$ cat config.mk
export PLATFORM = sky130hd
export DESIGN_NAME = arf_core
export DESIGN_NICKNAME = d
export VERILOG_FILES = /design/src/arf_pkg.sv /design/src/arf_core.sv
export VERILOG_INCLUDE_DIRS = /design/src
export SDC_FILE = /design/constraint.sdc
export NUM_CORES = 1
export LEC_CHECK = 0
export BUFFER_PORTS_ARGS = -buffer_cell sky130_fd_sc_hd__buf_2
export CAP_MARGIN = 20
export CELL_PAD_IN_SITES_DETAIL_PLACEMENT = 0
export CELL_PAD_IN_SITES_GLOBAL_PLACEMENT = 1
export CORE_ASPECT_RATIO = 0.9
export CORE_UTILIZATION = 42
export DETAILED_ROUTE_END_ITERATION = 8
export GPL_ROUTABILITY_DRIVEN = 0
export GPL_TIMING_DRIVEN = 0
export PLACE_DENSITY = 0.86
export RECOVER_POWER = 100
export SLEW_MARGIN = 10
export SYNTH_ARGS = -nofsm -noshare
export SYNTH_HDL_FRONTEND = slang
export SYNTH_SLANG_ARGS = --single-unit
$ cat constraint.sdc
create_clock -name clk -period 1.5 [get_ports clk]
set_input_delay 0.225 -clock clk [delete_from_list [all_inputs] [get_ports clk]]
set_output_delay 0.225 -clock clk [all_outputs]
set_load 0.02 [all_outputs]
$ cat src/arf_defs.svh
// Constants for the converter result formatting block.
// Assumes inclusion by the package and the design module only.
`ifndef ARF_DEFS_SVH
`define ARF_DEFS_SVH
`define ARF_RES_W 10
`define ARF_SEL_W 6
`define ARF_CODE_MAX 10'h3FF
`define ARF_CODE_ZERO 10'h000
`define ARF_BIP_MAX 10'h1FF
`define ARF_BIP_MIN 10'h200
`define ARF_TEMP_SEL 6'h3F
`define ARF_GAIN_1 2'h0
`define ARF_GAIN_8 2'h1
`define ARF_GAIN_20 2'h2
`define ARF_GAIN_32 2'h3
`endif

$ cat src/arf_pkg.sv
// Types for the converter result formatting block.
// Assumes arf_defs.svh is on the include path.
`include "arf_defs.svh"
package arf_pkg;
   typedef enum logic [1:0] {
      ARF_SINGLE = 2'b00,
      ARF_UNIPOLAR = 2'b01,
      ARF_BIPOLAR = 2'b10
   } arf_mode_t;
   typedef struct packed {
      logic [7:0] result_low_byte;
      logic [7:0] result_high_byte;
   } arf_result_t;
endpackage

$ cat src/arf_core.sv
// Result coding, gain, sign and temperature channel logic of a 10-bit converter.
// Assumes the analog core delivers a signed difference sample with a done strobe.
// What this block does
// - The result bytes hold the finished conversion once the done flag is set.
// - Single-ended results are vin*1024/vref, 0x000 at ground up to 0x3FF.
// - Unipolar differential results are unsigned 0x000..0x3FF, zero when negative exceeds positive.
// - Differential differences are scaled by a gain of 1, 8, 20 or 32 picked by gain_code and gain_high_range.
// - Differential mode is unipolar after reset and bipolar when the bipolar select bit is one.
// - Bipolar results are difference*512/vref in two's complement from 0x200 to 0x1FF.
// - In bipolar mode bit 9, in the high byte, is one for negative and zero for positive.
// - Selection all ones enables the temperature sensor and routes it as the input.
// - Changing left adjust re-presents the result bytes at the next enabled clock, mid conversion or not.
// - The result is stored and the done flag set in the same cycle a conversion ends.
`timescale 1ns/1ps
`default_nettype none
`include "arf_defs.svh"
module arf_core (
   // Clock, reset, enable
   input wire logic clk,
   input wire logic sys_rst,
   input wire logic clk_en,
   // Control bits
   input wire logic [5:0] channel_gain_select,
   input wire logic bipolar_select,
   input wire logic left_adjust_select,
   input wire logic differential_channel,
   input wire logic gain_high_range,
   input wire logic [1:0] gain_code,
   input wire logic done_flag_clear,
   // Analog core sample: signed difference in units of vref/1024
   input wire logic sample_valid,
   input wire logic signed [15:0] sample_value,
   // Outputs
   output logic [7:0] result_low_byte,
   output logic [7:0] result_high_byte,
   output logic conversion_done_flag,
   output logic temperature_sensor_enable,
   output logic temperature_channel
);
   // Stored result and its presentation
   logic [9:0] result_reg;
   logic [9:0] result_next;
   logic [9:0] present_src;
   logic take_sample;
   logic temp_selected;
   logic signed [21:0] scaled;
   logic signed [21:0] half;
   logic [1:0] gsel;
   arf_pkg::arf_mode_t mode;
   arf_pkg::arf_result_t shown;

   // Gain code after the range stage: high range turns 1x/20x into 8x/32x
   function automatic logic [1:0] pick_gain(input logic high_range,
                                            input logic [1:0] code);
      if (high_range) begin
         pick_gain = {code[1], 1'b1};
      end else begin
         pick_gain = code;
      end
   endfunction

   // Gain multiplier: the range-adjusted code gsel picks 1x, 8x, 20x or 32x
   function automatic logic signed [21:0] apply_gain(input logic signed [15:0] d,
                                                     input logic [1:0] g);
      logic signed [21:0] w;
      w = 22'(d);
      unique case (g)
         `ARF_GAIN_1: apply_gain = w;
         `ARF_GAIN_8: apply_gain = w <<< 3;
         `ARF_GAIN_20: apply_gain = (w <<< 4) + (w <<< 2);
         `ARF_GAIN_32: apply_gain = w <<< 5;
      endcase
   endfunction

   // Clamp to an unsigned 10-bit code
   function automatic logic [9:0] clamp_unsigned(input logic signed [21:0] v);
      if (v < 0)
         clamp_unsigned = `ARF_CODE_ZERO;
      else if (v > 22'sd1023)
         clamp_unsigned = `ARF_CODE_MAX;
      else
         clamp_unsigned = v[9:0];
   endfunction

   // Clamp to a two's complement 10-bit code
   function automatic logic [9:0] clamp_signed(input logic signed [21:0] v);
      if (v > 22'sh1FF) begin
         clamp_signed = `ARF_BIP_MAX;
      end else if (v < -22'sh200) begin
         clamp_signed = `ARF_BIP_MIN;
      end else begin
         clamp_signed = v[9:0];
      end
   endfunction

   // Byte placement of a 10-bit result
   function automatic arf_pkg::arf_result_t format_result(input logic [9:0] r,
                                                          input logic left);
      arf_pkg::arf_result_t f;
      if (left) begin
         f.result_high_byte = r[9:2];
         f.result_low_byte = {r[1:0], 6'h00};
      end else begin
         f.result_high_byte = {6'h00, r[9:8]};
         f.result_low_byte = r[7:0];
      end
      format_result = f;
   endfunction

   // Temperature channel decode
   function automatic logic is_temp_select(input logic [5:0] sel);
      is_temp_select = (sel == `ARF_TEMP_SEL);
   endfunction

   // Input mode
   always_comb begin
      if (!differential_channel) begin
         mode = arf_pkg::ARF_SINGLE;
      end else if (bipolar_select) begin
         mode = arf_pkg::ARF_BIPOLAR;
      end else begin
         mode = arf_pkg::ARF_UNIPOLAR;
      end
   end

   // Differential gain path
   always_comb begin
      gsel = pick_gain(gain_high_range, gain_code);
      scaled = apply_gain(sample_value, gsel);
      half = scaled >>> 1;
   end

   // Result coding per mode
   always_comb begin
      result_next = `ARF_CODE_ZERO;
      unique case (mode)
         arf_pkg::ARF_SINGLE: begin
            result_next = clamp_unsigned(22'(sample_value));
         end
         arf_pkg::ARF_UNIPOLAR: begin
            result_next = clamp_unsigned(scaled);
         end
         arf_pkg::ARF_BIPOLAR: begin
            result_next = clamp_signed(half);
         end
         default: begin
            result_next = `ARF_CODE_ZERO;
         end
      endcase
   end

   // A finished sample reaches the bytes in the same cycle the done flag rises
   assign take_sample = clk_en && sample_valid;
   assign temp_selected = is_temp_select(channel_gain_select);

   always_comb begin
      if (take_sample) begin
         present_src = result_next;
      end else begin
         present_src = result_reg;
      end
   end

   // Adjustment follows the live bit; registered outputs show a change one clock later
   always_comb begin
      shown = format_result(present_src, left_adjust_select);
   end

   // Stored result, kept so the bytes can be re-presented when the adjust bit moves
   always_ff @(posedge clk or posedge sys_rst) begin
      if (sys_rst) begin
         result_reg <= `ARF_CODE_ZERO;
      end else if (take_sample) begin
         result_reg <= result_next;
      end
   end

   // Done flag: set wins over a clear in the same cycle
   always_ff @(posedge clk or posedge sys_rst) begin
      if (sys_rst) begin
         conversion_done_flag <= 1'b0;
      end else if (clk_en) begin
         if (sample_valid) begin
            conversion_done_flag <= 1'b1;
         end else if (done_flag_clear) begin
            conversion_done_flag <= 1'b0;
         end
      end
   end

   // Low result byte
   always_ff @(posedge clk or posedge sys_rst) begin
      if (sys_rst) begin
         result_low_byte <= 8'h00;
      end else if (clk_en) begin
         result_low_byte <= shown.result_low_byte;
      end
   end

   // High result byte, carrying the sign in bipolar mode
   always_ff @(posedge clk or posedge sys_rst) begin
      if (sys_rst) begin
         result_high_byte <= 8'h00;
      end else if (clk_en) begin
         result_high_byte <= shown.result_high_byte;
      end
   end

   // Temperature sensor enable
   always_ff @(posedge clk or posedge sys_rst) begin
      if (sys_rst) begin
         temperature_sensor_enable <= 1'b0;
      end else if (clk_en) begin
         temperature_sensor_enable <= temp_selected;
      end
   end

   // Temperature channel routing
   always_ff @(posedge clk or posedge sys_rst) begin
      if (sys_rst) begin
         temperature_channel <= 1'b0;
      end else if (clk_en) begin
         temperature_channel <= temp_selected;
      end
   end
endmodule
`default_nettype wire

==> flow_metrics.tcl <==
set metrics [dict create \
    status "finished with violations" \
    violations "negative setup slack" \
    final_critical_path_setup_slack_ns -1.64 \
    synth_seq_area_share 0.249 \
    areaGrowthSynthToFinish_pct 41.9 \
    finalWirelength_microns 9530 \
    number_of_antenna_violations_at_the_first_check_in_global_routing 0 \
    worst-slew-pin-transition_ns 0.674 \
    cp-end-kind "flop" \
    globalRouteOverflowTotal 0 \
    clock_latency_ns 0.28 \
    drt-vias-per-instance 6.22 \
    cellPowerDensity_mw_per_mm2 686 \
    post_route_cells_drive_above_1_share 0.312 \
    finalCriticalPeriod_ns 3.14 \
    synth.cell_area_sq_mm 0.00281 \
    largest_voltage_drop_on_the_vdd_net_v 0.000413 \
    clock-skew-final_ns 0.00288 \
    clockBufferDepth 2 \
    post_synth.cell_area_avg_sq_um 7.97 \
    slew_viol_final 0 \
    drtPass1Iterations 6 \
    grt_setup_unrepaired "true" \
    path_clk_slew_ns 0.09 \
    finalCoreUtilization 0.635 \
    cts_sinks 28 \
    worstReg2RegStart "result_reg[9]" \
    drc 0 \
    ant_nets 0 \
    yosys_register_bits 28 \
    total_die_area_sq_mm 0.00703 \
    sw_frac_of_total 0.395 \
    path_class "input pin to flop" \
    p_comb_frac 0.499 \
    timing.hold.worst.class "input pin to flop" \
    synth-async-reset-ratio 1.00 \
    synth_flop_cell "sky130_fd_sc_hd__dfrtp_1" \
    clock_power_share 0.170 \
    grt_first_pass_wirelength_microns 14800 \
    clock-root-buffer "sky130_fd_sc_hd__clkbuf_8" \
    timing_hold_violations_final 0 \
    timing.hold.worst.start "done_flag_clear" \
    die_w_microns 88.3 \
    timing.slew.headroom 0.548 \
    worst-endpoint-required_ns 1.67 \
    floorplan.io_pins 52 \
    synthesis.instances 353 \
    maximum_fanout_along_the_worst_path 3 \
    drv_cap 0 \
    fp.coreArea_sq_mm 0.00628 \
    filler_cell_count 582 \
    starting_density_of_the_core 0.448 \
    dpl.cell_count 491 \
    upper_clock_frequency_limit_mhz 319 \
    cp.arrival_ns 3.30 \
    crit_path_start_kind "input pin" \
    synth-edff-count 0 \
    drt_first_iter_violations 285 \
    pin_count_of_the_biggest_net_entering_global_routing 29 \
    cell_internal_pwr_mw 1.66 \
    vias_post_dr 3214 \
    synth_warn 0 \
    gr-usage-all-layers 0.270 \
    io_buffer_count 51 \
    routedWlPerCell_microns 18.4 \
    syn-num-nets 404 \
    num-nets-final 482 \
    grt_pass1_vias 2984 \
    tritoncts "yes" \
    seq_power_share 0.332 \
    chipHeight_microns 79.6 \
    insertedDiodeCount 0 \
    ys_types 64 \
    final-setup-viol-count 26 \
    power.switching_mw 1.08 \
    floorplan.rows 27 \
    number_of_cts_inserted_buffers 3 \
    half_perimeter_wire_length_of_the_detailed_placement_result_microns 6820 \
    total_leakage_power_nw 1.61 \
    instances_no_fill 517 \
    htree_levels 1 \
    totalPowerFinal_mw 2.74 \
    final_min_period_over_clock_period 2.09 \
    critPathLaunch "sample_value[2]" \
]
## power groups by stage
| stage | Clock [mW] | Sequential [mW] | Combinational (mW) |
|---|---|---|---|
| 2_1_floorplan | 0 | 0.986 | 0.678 |
| 3_3_place_gp | 0 | 0.911 | 1.07 |
| 3_5_place_dp | 0 | 0.916 | 1.08 |
| 4_1_cts | 0.478 | 0.902 | 1.26 |
| 5_1_grt | 0.505 | 0.923 | 1.47 |
| 6_report | 0.464 | 0.909 | 1.37 |
## through the flow
| stage | TNS [ns] | area, sq um | hold WS (ns) | worst slack (ns) |
|---|---|---|---|---|
| after global placement | -53.84 | 3300 | 0.453 | -2.34 |
| after detailed placement | -54.29 | 3300 | 0.465 | -2.32 |
| after CTS | -36.83 | 3830 | 0.209 | -1.57 |
| after global routing | -40.16 | 3990 | 0.229 | -1.67 |
| after floorplan | -35.13 | 2940 | 0.290 | -1.51 |
| final | -37.92 | 3990 | 0.204 | -1.64 |
## cell type report
cell class	count	area [sq um]	share of cell area
tap	87	109	0.0273
multi-input combinational	289	2500	0.626
clock buffer	4	55.1	0.0138
inverter	21	81.3	0.0204
sequential	28	701	0.176
timing repair buffer	74	484	0.121
buffer	14	63.8	0.0160
## Yosys cell counts, types with 2 or more instances
cell type / n / area share
sky130_fd_sc_hd__mux4_2: 4 / 0.032
sky130_fd_sc_hd__nand2b_1: 7 / 0.016
sky130_fd_sc_hd__o21ai_0: 20 / 0.036
sky130_fd_sc_hd__a211oi_1: 7 / 0.019
sky130_fd_sc_hd__dfrtp_1: 28 / 0.25
sky130_fd_sc_hd__a21o_1: 7 / 0.019
sky130_fd_sc_hd__buf_1: 3 / 0.0040
sky130_fd_sc_hd__xor2_1: 2 / 0.0062
sky130_fd_sc_hd__or3_1: 3 / 0.0067
sky130_fd_sc_hd__o31a_1: 2 / 0.0062
sky130_fd_sc_hd__or2_2: 3 / 0.0067
sky130_fd_sc_hd__a31oi_1: 8 / 0.018
sky130_fd_sc_hd__and3_1: 3 / 0.0067
sky130_fd_sc_hd__o21a_1: 9 / 0.024
sky130_fd_sc_hd__nor2b_1: 2 / 0.0044
sky130_fd_sc_hd__o41ai_1: 2 / 0.0062
sky130_fd_sc_hd__o31ai_1: 5 / 0.013
sky130_fd_sc_hd__o32ai_1: 8 / 0.025
sky130_fd_sc_hd__o221ai_1: 4 / 0.012
sky130_fd_sc_hd__nor3_1: 11 / 0.020
sky130_fd_sc_hd__inv_1: 21 / 0.028
sky130_fd_sc_hd__o2111ai_1: 2 / 0.0062
sky130_fd_sc_hd__a22o_1: 7 / 0.022
sky130_fd_sc_hd__and2_1: 6 / 0.013
sky130_fd_sc_hd__nand3_1: 3 / 0.0053
sky130_fd_sc_hd__mux2i_1: 5 / 0.018
sky130_fd_sc_hd__a211o_1: 3 / 0.0093
sky130_fd_sc_hd__ha_1: 17 / 0.076
sky130_fd_sc_hd__nand4_1: 6 / 0.013
sky130_fd_sc_hd__nor2_1: 36 / 0.048
sky130_fd_sc_hd__xnor2_1: 3 / 0.0093
sky130_fd_sc_hd__a21oi_1: 34 / 0.060
sky130_fd_sc_hd__clkbuf_1: 11 / 0.015
sky130_fd_sc_hd__nand2_1: 28 / 0.037
sky130_fd_sc_hd__o211ai_1: 3 / 0.0080
sky130_fd_sc_hd__o21bai_1: 2 / 0.0053
## logic make-up (layout without fill, tap and decap cells)
logic type                 count (synthesis)  count (layout)  share of synthesized area
xor gates and xnor gates                   5               5                     0.0156
buffers and inverters                     36             113                     0.0494
and+or+nand+nor                          118             118                      0.212
DFF                                       28              28                      0.249
muxes                                     10              10                     0.0538
AOI/OAI and AO/OA                        138             138                      0.337
adders and majority gates                 18              18                     0.0827
## worst paths after layout
path	end	slack, ns	cells past startpoint
hold / removal	conversion_done_flag	0.20	4
setup / recovery	result_low_byte[7]	-1.64	15
hold reg to reg	conversion_done_flag	0.49	2
min in group asynchronous	result_high_byte[2]	0.41	3
max in group asynchronous	result_high_byte[3]	0.29	4
setup reg to reg	result_high_byte[1]	0.15	4
## timing repair
item	4_1_cts	5_1_grt
hold endpoints to repair	0	7
setup buffers	18	4
setup endpoints to repair	26	26
resized for setup	70	30
hold buffers	0	1
pin swaps	33	31
## per-layer routing
metal	vias up	global-route usage	share of wire
li1	1503	-	-
met1	1572	0.410	0.47
met2	125	0.412	0.46
met3	14	0.0362	0.060
met4	0	0.0435	0.010
met5	-	0	0
## layout by cell type, fill, tap and decap left out, types with 7 or more instances in the layout
cell type / instances
sky130_fd_sc_hd__a21oi_1: 28
sky130_fd_sc_hd__a22o_1: 7
sky130_fd_sc_hd__buf_2: 23
sky130_fd_sc_hd__buf_4: 19
sky130_fd_sc_hd__buf_6: 10
sky130_fd_sc_hd__clkbuf_1: 26
sky130_fd_sc_hd__dfrtp_1: 28
sky130_fd_sc_hd__ha_1: 7
sky130_fd_sc_hd__ha_4: 7
sky130_fd_sc_hd__inv_1: 17
sky130_fd_sc_hd__nand2_1: 27
sky130_fd_sc_hd__nor2_1: 33
sky130_fd_sc_hd__nor3_1: 9
sky130_fd_sc_hd__o21a_1: 9
sky130_fd_sc_hd__o21ai_0: 16
## critical path: stages
cell and delay, ns:
sky130_fd_sc_hd__buf_12 0.08, sky130_fd_sc_hd__ha_4 0.13, sky130_fd_sc_hd__inv_2 0.03, sky130_fd_sc_hd__fa_2 0.34
sky130_fd_sc_hd__nand2b_4 0.16, sky130_fd_sc_hd__a21o_4 0.22, sky130_fd_sc_hd__a21oi_2 0.14, sky130_fd_sc_hd__xor2_1 0.09
sky130_fd_sc_hd__mux4_2 0.50, sky130_fd_sc_hd__or2_4 0.27, sky130_fd_sc_hd__buf_6 0.12, sky130_fd_sc_hd__o31ai_4 0.36
sky130_fd_sc_hd__a211oi_2 0.16, sky130_fd_sc_hd__o221a_2 0.25, sky130_fd_sc_hd__a211o_1 0.23
Power figures use the tool's default switching activity.
